[src/hdl/rrte_cfg.svh]
// Purpose: Offsets, field positions, reset values and timing counts of the executor.
// Assumes: Included by bare name wherever these macros are needed.
// Notes: Definitions only.
`ifndef RRTE_CFG_SVH
`define RRTE_CFG_SVH

// ====================================================================
// Register offsets (byte addresses)
`define RRTE_OFS_INSTR 12'h000
`define RRTE_OFS_STAT 12'h004
`define RRTE_OFS_WREG 12'h008
`define RRTE_OFS_FLAGS 12'h00c
`define RRTE_OFS_BANK 12'h010
`define RRTE_OFS_SHADOW 12'h014
`define RRTE_OFS_STACK_TOP 12'h018
`define RRTE_OFS_PC 12'h01c
`define RRTE_OFS_LATCH 12'h020
`define RRTE_OFS_BYTE_PTR 12'h024
`define RRTE_OFS_TBLLAT 12'h028
`define RRTE_OFS_FILE 12'h080
`define RRTE_FILE_HI 12'h0fc

// ====================================================================
// Field positions
`define RRTE_INSTR_TWO_WORD 16
`define RRTE_FLAG_C 0
`define RRTE_FLAG_Z 2
`define RRTE_FLAG_N 4
`define RRTE_STAT_BUSY 0
`define RRTE_STAT_SKIP 1

// ====================================================================
// Opcode patterns
`define RRTE_OP_SKIP 4'ha
`define RRTE_OP_RET 15'h0009
`define RRTE_OP_ROTATE 6'h0d
`define RRTE_OP_TBL_READ 14'h0002

// ====================================================================
// Reset values and timing
`define RRTE_RST_BYTE 8'h00
`define RRTE_RST_PTR 21'h000000
`define RRTE_PHASE_DIV 3'h2
`define RRTE_PHASE_LAST 2'h3

`endif

[src/hdl/rrte_pkg.sv]
// Purpose: Types shared by the executor modules.
// Assumes: Constants live in rrte_cfg.svh.
// Notes: None.
package rrte_pkg;
	// ====================================================================
	// Execution sequencer state
	typedef enum logic [0:0] {
		RRTE_IDLE = 1'b0,
		RRTE_RUN = 1'b1
	} rrte_state_e;

	// ====================================================================
	// Instruction classes
	typedef enum logic [2:0] {
		RRTE_CLS_NO_OPERATION = 3'h0,
		RRTE_CLS_SKIP = 3'h1,
		RRTE_CLS_RET = 3'h2,
		RRTE_CLS_ROTATE = 3'h3,
		RRTE_CLS_TBL_READ = 3'h4
	} rrte_cls_e;

	// ====================================================================
	// Table pointer modes
	typedef enum logic [1:0] {
		RRTE_PTR_KEEP = 2'h0,
		RRTE_PTR_POSTINC = 2'h1,
		RRTE_PTR_POSTDEC = 2'h2,
		RRTE_PTR_PREINC = 2'h3
	} rrte_ptr_e;
endpackage

[src/hdl/rrte_tbl_if.sv]
// Purpose: Link between the sequencer and the table read unit.
// Assumes: Phase strobes are one pclk wide.
// Notes: None.
`timescale 1ns/1ps
interface rrte_tbl_if;
	logic q1;                    // Phase 1 strobe of table read second cycle
	logic q2;                    // Phase 2 strobe of table read second cycle
	logic q4;                    // Phase 4 strobe of table read second cycle
	rrte_pkg::rrte_ptr_e mode;   // Pointer update mode
	logic ptr_wr;                // Software write of the pointer
	logic [20:0] ptr_wdata;      // Pointer write data
	logic [20:0] ptr;            // Current pointer
	logic [7:0] latch;           // Table latch contents
	modport exec (output q1, q2, q4, mode, ptr_wr, ptr_wdata, input ptr, latch);
	modport unit (input q1, q2, q4, mode, ptr_wr, ptr_wdata, output ptr, latch);
endinterface

[src/hdl/rrte_table_unit.sv]
// Purpose: Table byte pointer, program memory access and table latch.
// Assumes: Program memory returns a word one pclk after its read strobe.
// Notes: Phases are at least two pclk apart, so data is held before phase 4.
`timescale 1ns/1ps
`include "rrte_cfg.svh"
module rrte_table_unit (
	input wire logic pclk,          // Clock
	input wire logic presetn,       // Asynchronous reset, active low
	rrte_tbl_if.unit tbl,           // Sequencer side
	output logic [19:0] pm_addr,    // Program memory word address
	output logic pm_rd,             // Program memory read strobe
	input wire logic [15:0] pm_rdata // Program memory word
);
	logic [20:0] ptr_q, ptr_d;
	logic [7:0] latch_q, latch_d;
	logic [15:0] word_q, word_d;
	logic [19:0] addr_q, addr_d;
	logic rd_q, rd_d;

	// ====================================================================
	// Next pointer, access and latch values
	always_comb begin
		ptr_d = ptr_q;
		latch_d = latch_q;
		word_d = word_q;
		addr_d = addr_q;
		rd_d = 1'b0;
		if (tbl.ptr_wr) begin
			ptr_d = tbl.ptr_wdata;
		end
		if (tbl.q1 && tbl.mode == rrte_pkg::RRTE_PTR_PREINC) begin
			ptr_d = ptr_q + 21'h000001;
		end
		if (tbl.q2) begin
			addr_d = ptr_q[20:1]; // Word holding the addressed byte
			rd_d = 1'b1;
		end
		if (rd_q) begin
			word_d = pm_rdata;
		end
		if (tbl.q4) begin
			latch_d = ptr_q[0] ? word_q[15:8] : word_q[7:0];
			unique case (tbl.mode)
				rrte_pkg::RRTE_PTR_POSTINC: ptr_d = ptr_q + 21'h000001;
				rrte_pkg::RRTE_PTR_POSTDEC: ptr_d = ptr_q - 21'h000001;
				rrte_pkg::RRTE_PTR_KEEP, rrte_pkg::RRTE_PTR_PREINC: ptr_d = ptr_q;
			endcase
		end
	end

	// ====================================================================
	// State registers
	always_ff @(posedge pclk or negedge presetn) begin
		if (!presetn) begin
			ptr_q <= `RRTE_RST_PTR;
			latch_q <= `RRTE_RST_BYTE;
			word_q <= 16'h0000;
			addr_q <= 20'h00000;
			rd_q <= 1'b0;
		end else begin
			ptr_q <= ptr_d;
			latch_q <= latch_d;
			word_q <= word_d;
			addr_q <= addr_d;
			rd_q <= rd_d;
		end
	end

	assign tbl.ptr = ptr_q;
	assign tbl.latch = latch_q;
	assign pm_addr = addr_q;
	assign pm_rd = rd_q;
endmodule

[src/hdl/rrte_core.sv]
// Purpose: Executes bit-test skip, return, rotate-through-carry and table read.
// Assumes: APB slave; program memory answers one pclk after pm_rd.
// Notes: An instruction cycle is four phases of PHASE_DIV pclk each.
//
// Implementation choices: register access over APB and the register offsets.
`timescale 1ns/1ps
`include "rrte_cfg.svh"
module rrte_core (
	input wire logic pclk,           // Clock, 100 MHz
	input wire logic presetn,        // Asynchronous reset, active low
	input wire logic psel,           // APB select
	input wire logic penable,        // APB enable
	input wire logic pwrite,         // APB write
	input wire logic [11:0] paddr,   // APB byte address
	input wire logic [31:0] pwdata,  // APB write data
	output logic [31:0] prdata,      // APB read data
	output logic pready,             // APB ready
	output logic pslverr,            // APB error on unmapped address
	output logic [19:0] pm_addr,     // Program memory word address
	output logic pm_rd,              // Program memory read strobe
	input wire logic [15:0] pm_rdata // Program memory word
);
	rrte_tbl_if tbl ();

	rrte_pkg::rrte_state_e state_q, state_d;
	rrte_pkg::rrte_cls_e cls_q, cls_d;
	logic [15:0] op_q, op_d;
	logic two_word_q, two_word_d;
	logic [2:0] div_q, div_d;
	logic [1:0] ph_q, ph_d;
	logic [1:0] cyc_q, cyc_d;
	logic [1:0] ncyc_q, ncyc_d;
	logic skip_q, skip_d;
	logic [7:0] w_q, w_d;
	logic [7:0] flags_q, flags_d;
	logic [7:0] bank_q, bank_d;
	logic [7:0] w_sh_q, w_sh_d;
	logic [7:0] flags_sh_q, flags_sh_d;
	logic [7:0] bank_sh_q, bank_sh_d;
	logic [20:0] stack_top_q, stack_top_d;
	logic [20:0] pc_q, pc_d;
	logic [7:0] pcu_q, pcu_d;
	logic [7:0] pch_q, pch_d;
	logic [7:0] opnd_q, opnd_d;
	logic [7:0] res_q, res_d;
	logic res_c_q, res_c_d;
	logic [7:0] file_q [32];
	logic [7:0] file_d [32];
	logic [31:0] prdata_q, prdata_d;
	logic pready_q, pready_d;
	logic pslverr_q, pslverr_d;

	logic tick;
	logic [4:0] fidx;
	logic apb_wr;
	logic apb_rd;
	logic busy;
	logic file_hit;
	logic [4:0] apb_idx;
	logic mapped;
	logic [31:0] rd_val;
	rrte_pkg::rrte_cls_e new_cls;

	// ====================================================================
	// Decode helpers
	assign tick = (state_q == rrte_pkg::RRTE_RUN) && (div_q == `RRTE_PHASE_DIV - 3'h1);
	assign busy = (state_q == rrte_pkg::RRTE_RUN);
	// Access bank is the low half, else the half picked by bank_select_reg
	assign fidx = op_q[8] ? {bank_q[0], op_q[3:0]} : {1'b0, op_q[3:0]};
	assign apb_wr = psel && penable && pready_q && pwrite && !pslverr_q;
	assign apb_rd = psel && penable && !pready_q;
	assign file_hit = paddr >= `RRTE_OFS_FILE && paddr <= `RRTE_FILE_HI && paddr[1:0] == 2'h0;
	assign apb_idx = paddr[6:2];

	// Class of a newly written opcode
	always_comb begin
		if (pwdata[15:12] == `RRTE_OP_SKIP) begin
			new_cls = rrte_pkg::RRTE_CLS_SKIP;
		end else if (pwdata[15:1] == `RRTE_OP_RET) begin
			new_cls = rrte_pkg::RRTE_CLS_RET;
		end else if (pwdata[15:10] == `RRTE_OP_ROTATE) begin
			new_cls = rrte_pkg::RRTE_CLS_ROTATE;
		end else if (pwdata[15:2] == `RRTE_OP_TBL_READ) begin
			new_cls = rrte_pkg::RRTE_CLS_TBL_READ;
		end else begin
			new_cls = rrte_pkg::RRTE_CLS_NO_OPERATION;
		end
	end

	// ====================================================================
	// Table unit strobes, all in the second instruction cycle
	assign tbl.q1 = tick && cls_q == rrte_pkg::RRTE_CLS_TBL_READ && cyc_q == 2'h1 && ph_q == 2'h0;
	assign tbl.q2 = tick && cls_q == rrte_pkg::RRTE_CLS_TBL_READ && cyc_q == 2'h1 && ph_q == 2'h1;
	assign tbl.q4 = tick && cls_q == rrte_pkg::RRTE_CLS_TBL_READ && cyc_q == 2'h1 && ph_q == 2'h3;
	assign tbl.mode = rrte_pkg::rrte_ptr_e'(op_q[1:0]);
	assign tbl.ptr_wr = apb_wr && !busy && paddr == `RRTE_OFS_BYTE_PTR;
	assign tbl.ptr_wdata = pwdata[20:0];

	rrte_table_unit u_table (
		.pclk(pclk),
		.presetn(presetn),
		.tbl(tbl),
		.pm_addr(pm_addr),
		.pm_rd(pm_rd),
		.pm_rdata(pm_rdata)
	);

	// ====================================================================
	// Read data selection
	always_comb begin
		mapped = 1'b1;
		rd_val = 32'h00000000;
		if (file_hit) begin
			rd_val = {24'h000000, file_q[apb_idx]};
		end else begin
			unique case (paddr)
				`RRTE_OFS_INSTR: rd_val = {15'h0000, two_word_q, op_q};
				`RRTE_OFS_STAT: rd_val = {26'h0000000, ncyc_q, 2'h0, skip_q, busy};
				`RRTE_OFS_WREG: rd_val = {24'h000000, w_q};
				`RRTE_OFS_FLAGS: rd_val = {24'h000000, flags_q};
				`RRTE_OFS_BANK: rd_val = {24'h000000, bank_q};
				`RRTE_OFS_SHADOW: rd_val = {8'h00, bank_sh_q, flags_sh_q, w_sh_q};
				`RRTE_OFS_STACK_TOP: rd_val = {11'h000, stack_top_q};
				`RRTE_OFS_PC: rd_val = {11'h000, pc_q};
				`RRTE_OFS_LATCH: rd_val = {16'h0000, pcu_q, pch_q};
				`RRTE_OFS_BYTE_PTR: rd_val = {11'h000, tbl.ptr};
				`RRTE_OFS_TBLLAT: rd_val = {24'h000000, tbl.latch};
				default: mapped = 1'b0;
			endcase
		end
	end

	// ====================================================================
	// APB answer: one wait state, then ready with data or error
	always_comb begin
		pready_d = apb_rd;
		pslverr_d = apb_rd && !mapped;
		prdata_d = apb_rd ? rd_val : prdata_q;
	end

	always_ff @(posedge pclk or negedge presetn) begin
		if (!presetn) begin
			pready_q <= 1'b0;
			pslverr_q <= 1'b0;
			prdata_q <= 32'h00000000;
		end else begin
			pready_q <= pready_d;
			pslverr_q <= pslverr_d;
			prdata_q <= prdata_d;
		end
	end

	// ====================================================================
	// Sequencer, core registers and file registers
	always_comb begin
		state_d = state_q;
		cls_d = cls_q;
		op_d = op_q;
		two_word_d = two_word_q;
		div_d = div_q;
		ph_d = ph_q;
		cyc_d = cyc_q;
		ncyc_d = ncyc_q;
		skip_d = skip_q;
		w_d = w_q;
		flags_d = flags_q;
		bank_d = bank_q;
		w_sh_d = w_sh_q;
		flags_sh_d = flags_sh_q;
		bank_sh_d = bank_sh_q;
		stack_top_d = stack_top_q;
		pc_d = pc_q;
		pcu_d = pcu_q;
		pch_d = pch_q;
		opnd_d = opnd_q;
		res_d = res_q;
		res_c_d = res_c_q;
		file_d = file_q;
		// Software writes, only while no instruction runs
		if (apb_wr && !busy) begin
			if (file_hit) begin
				file_d[apb_idx] = pwdata[7:0];
			end
			unique case (paddr)
				`RRTE_OFS_INSTR: begin
					op_d = pwdata[15:0];
					two_word_d = pwdata[`RRTE_INSTR_TWO_WORD];
					cls_d = new_cls;
					state_d = rrte_pkg::RRTE_RUN;
					div_d = 3'h0;
					ph_d = 2'h0;
					cyc_d = 2'h0;
					skip_d = 1'b0;
					// Two cycles for return and table read, one otherwise
					ncyc_d = (new_cls == rrte_pkg::RRTE_CLS_RET ||
						new_cls == rrte_pkg::RRTE_CLS_TBL_READ) ? 2'h2 : 2'h1;
				end
				`RRTE_OFS_WREG: w_d = pwdata[7:0];
				`RRTE_OFS_FLAGS: flags_d = pwdata[7:0];
				`RRTE_OFS_BANK: bank_d = pwdata[7:0];
				`RRTE_OFS_SHADOW: begin
					w_sh_d = pwdata[7:0];
					flags_sh_d = pwdata[15:8];
					bank_sh_d = pwdata[23:16];
				end
				`RRTE_OFS_STACK_TOP: stack_top_d = pwdata[20:0];
				`RRTE_OFS_LATCH: begin
					pch_d = pwdata[7:0];
					pcu_d = pwdata[15:8];
				end
				default: begin
				end
			endcase
		end
		// Phase divider and cycle counting
		if (busy) begin
			div_d = tick ? 3'h0 : div_q + 3'h1;
		end
		if (tick) begin
			ph_d = ph_q + 2'h1;
			if (ph_q == `RRTE_PHASE_LAST) begin
				if (cyc_q == ncyc_q - 2'h1) begin
					state_d = rrte_pkg::RRTE_IDLE;
				end else begin
					cyc_d = cyc_q + 2'h1;
				end
			end
			// Phase 2 reads the operand, phase 3 processes, phase 4 writes
			if (cyc_q == 2'h0) begin
				unique case (cls_q)
					rrte_pkg::RRTE_CLS_SKIP: begin
						if (ph_q == 2'h1) begin
							opnd_d = file_q[fidx];
						end
						if (ph_q == 2'h2 && opnd_q[op_q[11:9]]) begin
							skip_d = 1'b1; // Fetched word becomes no_operation
							ncyc_d = two_word_q ? 2'h3 : 2'h2;
						end
					end
					rrte_pkg::RRTE_CLS_ROTATE: begin
						if (ph_q == 2'h1) begin
							opnd_d = file_q[fidx];
						end
						if (ph_q == 2'h2) begin
							res_d = {opnd_q[6:0], flags_q[`RRTE_FLAG_C]};
							res_c_d = opnd_q[7];
						end
						if (ph_q == 2'h3) begin
							if (op_q[9]) begin
								file_d[fidx] = res_q;
							end else begin
								w_d = res_q;
							end
							flags_d[`RRTE_FLAG_C] = res_c_q;
							flags_d[`RRTE_FLAG_N] = res_q[7];
							flags_d[`RRTE_FLAG_Z] = (res_q == 8'h00);
						end
					end
					rrte_pkg::RRTE_CLS_RET: begin
						// Pop in the last phase of the first cycle; latches untouched
						if (ph_q == 2'h3) begin
							pc_d = stack_top_q;
							if (op_q[0]) begin
								w_d = w_sh_q;
								flags_d = flags_sh_q;
								bank_d = bank_sh_q;
							end
						end
					end
					rrte_pkg::RRTE_CLS_NO_OPERATION, rrte_pkg::RRTE_CLS_TBL_READ: begin
					end
				endcase
			end
		end
	end

	always_ff @(posedge pclk or negedge presetn) begin
		if (!presetn) begin
			state_q <= rrte_pkg::RRTE_IDLE;
			cls_q <= rrte_pkg::RRTE_CLS_NO_OPERATION;
			op_q <= 16'h0000;
			two_word_q <= 1'b0;
			div_q <= 3'h0;
			ph_q <= 2'h0;
			cyc_q <= 2'h0;
			ncyc_q <= 2'h0;
			skip_q <= 1'b0;
			w_q <= `RRTE_RST_BYTE;
			flags_q <= `RRTE_RST_BYTE;
			bank_q <= `RRTE_RST_BYTE;
			w_sh_q <= `RRTE_RST_BYTE;
			flags_sh_q <= `RRTE_RST_BYTE;
			bank_sh_q <= `RRTE_RST_BYTE;
			stack_top_q <= `RRTE_RST_PTR;
			pc_q <= `RRTE_RST_PTR;
			pcu_q <= `RRTE_RST_BYTE;
			pch_q <= `RRTE_RST_BYTE;
			opnd_q <= `RRTE_RST_BYTE;
			res_q <= `RRTE_RST_BYTE;
			res_c_q <= 1'b0;
			for (int i = 0; i < 32; i++) begin
				file_q[i] <= `RRTE_RST_BYTE;
			end
		end else begin
			state_q <= state_d;
			cls_q <= cls_d;
			op_q <= op_d;
			two_word_q <= two_word_d;
			div_q <= div_d;
			ph_q <= ph_d;
			cyc_q <= cyc_d;
			ncyc_q <= ncyc_d;
			skip_q <= skip_d;
			w_q <= w_d;
			flags_q <= flags_d;
			bank_q <= bank_d;
			w_sh_q <= w_sh_d;
			flags_sh_q <= flags_sh_d;
			bank_sh_q <= bank_sh_d;
			stack_top_q <= stack_top_d;
			pc_q <= pc_d;
			pcu_q <= pcu_d;
			pch_q <= pch_d;
			opnd_q <= opnd_d;
			res_q <= res_d;
			res_c_q <= res_c_d;
			file_q <= file_d;
		end
	end

	assign prdata = prdata_q;
	assign pready = pready_q;
	assign pslverr = pslverr_q;
endmodule

[config.mk]
export PLATFORM = sky130hd
export DESIGN_NAME = rrte_core
export DESIGN_NICKNAME = d
export VERILOG_FILES = /design/src/hdl/rrte_pkg.sv /design/src/hdl/rrte_tbl_if.sv /design/src/hdl/rrte_table_unit.sv /design/src/hdl/rrte_core.sv
export VERILOG_INCLUDE_DIRS = /design/src /design/src/hdl
export SDC_FILE = /design/constraint.sdc
export NUM_CORES = 1
export LEC_CHECK = 0
export ABC_AREA = 1
export BUFFER_PORTS_ARGS = -buffer_cell sky130_fd_sc_hd__buf_2
export CORE_MARGIN = 10
export CORE_UTILIZATION = 58
export DETAILED_ROUTE_END_ITERATION = 10
export PLACE_DENSITY = 0.76
export SETUP_SLACK_MARGIN = 0.15
export SLEW_MARGIN = 10
export SYNTH_ARGS = -nofsm -noshare
export SYNTH_HDL_FRONTEND = slang
export SYNTH_HIERARCHICAL = 1
export SYNTH_SLANG_ARGS = --single-unit
[constraint.sdc]
create_clock -name pclk -period 3.8 [get_ports pclk]
set_input_delay 0.76 -clock pclk [delete_from_list [all_inputs] [get_ports pclk]]
set_output_delay 0.76 -clock pclk [all_outputs]
set_load 0.03 [all_outputs]
; ---- After elaboration in Yosys (flattened, before gate mapping)
; Cells that the tools add are included.
[classes]
n_eq_ne = 30
n_bitwise = 2
magnitude_cmp = 7
n_reduce_logical = 49
n_mux = 98
n_addsub = 6
[ops]
columns = cell, n
row1 = 256-bit two-way mux, 7
row2 = 256-bit bitwise mux, 2
row3 = 24-bit case mux with 11 select lines, 1
row4 = 8-bit two-way mux, 28
row5 = 8-bit binary-select mux with 5-bit select, 2
row6 = 8-bit demux with 5-bit select, 2
row7 = 21-bit two-way mux, 3
row8 = "12-bit by 5-bit == test with 1-bit output, second input constant", 4
row9 = 21-bit case mux with 2 select lines, 1
row10 = "12-bit by 6-bit == test with 1-bit output, second input constant", 3
row11 = 2-bit two-way mux, 15
row12 = 3-bit two-way mux, 9
row13 = "12-bit by 4-bit == test with 1-bit output, second input constant", 2
row14 = 24-bit two-way mux, 1
row15 = "21-bit by 1-bit adder with 21-bit output, second input constant", 1
row16 = 1-bit two-way mux, 21
row17 = "21-bit by 1-bit subtractor with 21-bit output, second input constant", 1
row18 = 1-bit logical AND, 20
row19 = 8-bit case mux with 2 select lines, 1
row20 = "15-bit by 4-bit == test with 1-bit output, second input constant", 1
row21 = "14-bit by 2-bit == test with 1-bit output, second input constant", 1
row22 = 2-bit AND reduction, 7
row23 = "12-bit by 3-bit == test with 1-bit output, second input constant", 1
row24 = "12-bit by 8-bit >= comparator with 1-bit output, second input constant", 1
row25 = other kinds (30), 57
[totals]
regBits = 510
out_inout_bits = 55

; ---- Logic depth before layout (Yosys ltp)
[depth]
word_depth = 14
mapped_depth = 18
depth_no_buf = 17

; ---- Cells and area by module
; Netlist, hierarchy kept.
[by_module_without_submodules]
columns = module, n_inst, area_per_inst_um2, cells_each
row1 = rrte_core, 1, 26619.3, 3945
row2 = rrte_table_unit, 1, 4082.7, 577

; ---- Worst setup path before layout
; OpenSTA, ideal clock, no wires.
[synth_path]
kind = in2reg
from = input port paddr[3]
to = register u_table.ptr_q[6] (netlist: u_table/tbl.ptr[6])
required_time_ns = 3.680
path_buffers = 2
setup_slack_ns = 1.482
arrival_ns = 2.199
setup_time_ns = 0.120
stages = 13
cell_sequence = buf_4 > inv_4 > nand2_2 > nor2_1 > nand2_1 > nor3_1 > or2_1 > nand2_2 > buf_4 > a21oi_1 > o211ai_1 > o21ai_0 > inv_1
[synth_via]
elab_chain_len = 4
[synth_lines]
columns = item, line
row1 = "start, declared", rrte_core.sv:14  ; input wire logic [11:0] paddr,
row2 = 12-bit by 6-bit == test with 1-bit output, --
row3 = 1-bit logical AND (no line), --
row4 = net tbl.ptr_wr, rrte_tbl_if.sv:10  ; logic ptr_wr;
row5 = 3-bit nonzero test (no line), --
row6 = 2-bit AND reduction (no line), --
row7 = "end signal, assigned", rrte_table_unit.sv:55  ; ptr_q <= `RRTE_RST_PTR;
row8 = "end signal, assigned", rrte_table_unit.sv:61  ; ptr_q <= ptr_d;
row9 = "end, declared", rrte_table_unit.sv:14  ; logic [20:0] ptr_q, ptr_d;
; The timed path passes the listed nets, and every way through them passes these cells.
; A chain may end at the register's enable or synchronous reset.

; ---- Final worst setup path
[layout_path]
from = register pslverr_q (netlist: pslverr)
to = register u_table.ptr_q[11] (netlist: u_table/tbl.ptr[11])
[layout_via]
elab_chain_len = 6
[layout_lines]
columns = item, line
row1 = "start, declared", rrte_core.sv:51  ; logic pslverr_q, pslverr_d;
row2 = "start signal, assigned", rrte_core.sv:148  ; pslverr_q <= pslverr_d;
row3 = 1-bit zero test, rrte_core.sv:70  ; assign apb_wr = psel && penable && pready_q && pwrite && !pslverr_q;
row4 = 1-bit logical AND, rrte_core.sv:70
row5 = 1-bit logical AND, rrte_core.sv:96  ; assign tbl.ptr_wr = apb_wr && !busy && paddr == `RRTE_OFS_BYTE_PTR;
row6 = 1-bit logical AND (no line), --
row7 = net tbl.ptr_wr, rrte_tbl_if.sv:10
row8 = 3-bit nonzero test (no line), --
row9 = 2-bit AND reduction (no line), --
; The timed path passes the listed nets, and every way through them passes these cells.

==> impl_results.md <==
- Avg Synthesized Cell Area: 6.789 sq um
- IO Pins: 120
- Worst endpoint data arrival time: 3.53 ns
- ANT cells: 0
- CP Cell Sequence: nor2_1 > nand3_2 > nor2_4 > inv_1 > nor3_1 > or2_1 > nand2_2 > inv_2 > nand2_1 > a21oi_1 > a21oi_1
- Post-Route Skew: 0.01933 ns
- # nets final: 4,620
- Layout area overhead: 9.988%
- TNS Setup: 0 ns
- IO buf count: 103
- Post-CTS sizing: 0
- Final Max Tran Viols: 0
- Worst Path Buf+Inv: 2
- Status: finished clean
- RSZ-0062 raised after global routing: false
- Gpl congestion: 1.060
- Via count: 32,430
- Sink Count: approximately 500
- Reg-to-reg setup timing slack: slightly below 0.8 ns
- Worst vdd ir: a little under 400 uV
- Worst-path clk slew: 0.07 ns
- Post-synth top flop: dfrtp_1
- Final Critical Period: 3.009 ns
- WS Path Type: register to register
- Max-Cap Viols: 0
- Hold_buf cts: 0
- Largest net degree at the start of global routing: 127
- Residual DRC: 0
- Critical path's top delay family: simple AND/OR/NAND/NOR gates
- Post-synth EDFFs: 0
- Actual slew at the worst max-slew pin: 1.181 ns
- Pleak: between 15 and 20 nW
- Synthesized flop and latch total: approximately 500
- Initial antenna violation count: 2
- Die height: ~250 um
- Reg2reg end: u_table/tbl.ptr[11]
- Post-Route WL: 125.3 mm
- WP data required: 4.32 ns
- Crit path launch type: register
- Inserted Clock Buffers: 56
- Core area: 0.05245 sq mm
- Syn Std Cell Area: 0.03070 sq mm
- Worst skew pair latency: 0.64 ns
- First-pass GRT wire length: 187.5 mm
- PD cells: 346.3 mW/mm^2
- Worst reg2reg path depth: 11
- Final Cycle Share: 79.19%
- Total grt overflow: 0
- Synth cell types: 44
- CP max stage delay: 0.44 ns
- HP Class: input port to async pin
- Hpwl dp: 86.39 mm
- Final setup fails: 0
- Max frequency: roughly 0.33 GHz
- Fraction of registers with async set/reset: 100.0%
- Slew margin rel.: 21.20%
- Share of layout cells above drive strength 1: 10.57%
- Register area share after synthesis: between 40% and 50%
- Cell count after synthesis: roughly 4,500
- Root buffer cell: clkbuf_16
- Worst-case clock buffer depth: 3
- DR WL/cell: about 24 um
- Most Frequent Cell on Critical Path: a21oi_1
- Start point of the critical path: pslverr
- Chip width: 250.1 um
- Post CTS Setup Buffer Count: 0
- Final Hold Fails: 0
- Crit-path max FO: 20
- Total power: 11.69 mW
- Die Area: between 0.06 and 0.07 sq mm
- Initial core utilization: 58.54%
- CTS tree: built
- Antenna viol nets, final: 0
- Vias in the first global route: between 20,000 and 30,000
- Num rows: 84
- First-pass iteration count of the detailed router: 7
- Crit end category: register
- Overall Global Routing Usage: between 30 and 40%
- H-tree Lvls: 2
- Via density: 6.143
- DRT iter0 DRCs: a little under 5,000
- R2R Path Start: pslverr
- Slowest cell on crit path: nor3_1
- YS warnings: 6
==> worst max-delay path by stage <==
stage	slack, ns	depth (start not counted)	to
detailed placement	0.55	13	u_table/tbl.ptr[11]
finish	0.79	11	u_table/tbl.ptr[11]
global placement	0.63	13	u_table/tbl.ptr[11]
floorplan	1.48	13	u_table/tbl.ptr[6]
global route	0.65	13	u_table/tbl.ptr[11]
CTS	0.99	10	opnd_q[2]
==> cell type report <==
class / count / area [sq um]
Clock buffer: 80 / 1642
Clock inverter: 25 / 235.2
Multi-Input combinational cell: 3326 / 15340
Fill cell: 4806 / 18680
Inverter: 445 / 1682
Tap cell: 688 / 860.8
Timing Repair Buffer: 212 / 1446
Sequential cell: 502 / 12560
==> flip-flops by register name, summed over array words and instances, names as in the netlist, 3 cells and up <==
name / flops
file_q: 256
prdata: 24
pc_q: 21
stack_top_q: 21
u_table/tbl.ptr: 21
u_table/pm_addr: 20
op_q: 16
u_table/word_q: 16
bank_q: 8
bank_sh_q: 8
flags_q: 8
flags_sh_q: 8
opnd_q: 8
pch_q: 8
pcu_q: 8
res_q: 8
u_table/tbl.latch: 8
w_q: 8
w_sh_q: 8
cls_q: 3
div_q: 3
==> cell usage after synthesis, types with 2 or more instances <==
| library cell | count | area, sq um |
|---|---|---|
| clkbuf_1 | 135 | 506.7 |
| nand2_2 | 19 | 118.9 |
| inv_1 | 386 | 1449 |
| nor3_1 | 19 | 95.09 |
| o31ai_1 | 4 | 30.03 |
| clkinv_1 | 6 | 22.52 |
| nor2_2 | 34 | 212.7 |
| nor2_1 | 519 | 1948 |
| buf_1 | 11 | 41.29 |
| xor2_1 | 11 | 96.34 |
| dfrtp_1 | 502 | 12560 |
| a22oi_1 | 39 | 292.8 |
| o21ai_1 | 84 | 420.4 |
| nand4_1 | 67 | 419.2 |
| o211ai_1 | 41 | 307.8 |
| nand3_1 | 216 | 1081 |
| o22ai_1 | 110 | 688.2 |
| ha_1 | 12 | 150.1 |
| nor2_4 | 34 | 382.9 |
| a21oi_1 | 135 | 675.7 |
| inv_2 | 48 | 180.2 |
| nand2_4 | 4 | 45.04 |
| nand3b_1 | 14 | 105.1 |
| o21ai_0 | 438 | 2192 |
| buf_2 | 83 | 415.4 |
| a31oi_1 | 21 | 131.4 |
| nand3_2 | 4 | 40.04 |
| nor3_2 | 3 | 30.03 |
| buf_4 | 24 | 180.2 |
| o32ai_1 | 2 | 17.52 |
| mux2_2 | 17 | 191.4 |
| inv_4 | 4 | 25.02 |
| nand2_1 | 1460 | 5480 |
| buf_6 | 2 | 22.52 |
| nor3_4 | 4 | 65.06 |
| a21boi_0 | 2 | 15.01 |
==> cell families (layout without fill, tap and decap cells) <==
kind of cell / count (synthesis) / in the layout / share of synthesized area, %
buf+inv: 701 / 762 / 9.292
other cells: 1 / 8 / 0.01221
flops: 502 / 502 / 40.92
mux: 17 / 17 / 0.6235
simple gates: 2400 / 2400 / 32.76
fa+ha+maj: 12 / 12 / 0.4890
xor+xnor: 12 / 12 / 0.3423
compound gates: 877 / 877 / 15.57
==> layer usage <==
metal	global-route usage (%)	vias to the layer above	wire length [um]
met5	0	-	9
met4	17.38	2	6537
met3	13.33	425	20050
met2	53.49	2332	50050
met1	54.25	15090	48640
li1	-	14580	-
==> placed cells by master (no fill, tap or decap), drive strengths merged, types with 20 or more instances in the layout <==
master,n
a31oi,21
nor2,588
clkbuf,80
o22ai,110
nand3,220
nor3,26
buf,212
o211ai,41
a21oi,135
o21ai,522
inv,439
dfrtp,502
nand4,67
a22oi,39
clkinv,20
nand2,1483
==> report_power, final <==
group	internal, mW	total, mW	switching, mW
clock	3.21	5.60	2.40
combinational	0.137	0.726	0.590
sequential	5.36	5.36	0.00775
==> stage by stage <==
step | instances | utilization (%) | setup slack [ns] | instance area (sq um) | hold WS, ns
after CTS | 5278 | 64.39 | 0.9917 | 33770 | 0.09883
after global placement | 5173 | 60.81 | 0.6257 | 31890 | 0.4541
after floorplan | 4529 | - | 1.482 | 30730 | 0.4422
final | 5278 | 64.39 | 0.7906 | 33770 | 0.07393
after global routing | 5278 | 64.39 | 0.6515 | 33770 | 0.1312
after detailed placement | 5173 | 60.81 | 0.5471 | 31890 | 0.4603
Power figures use the tool's default switching activity.
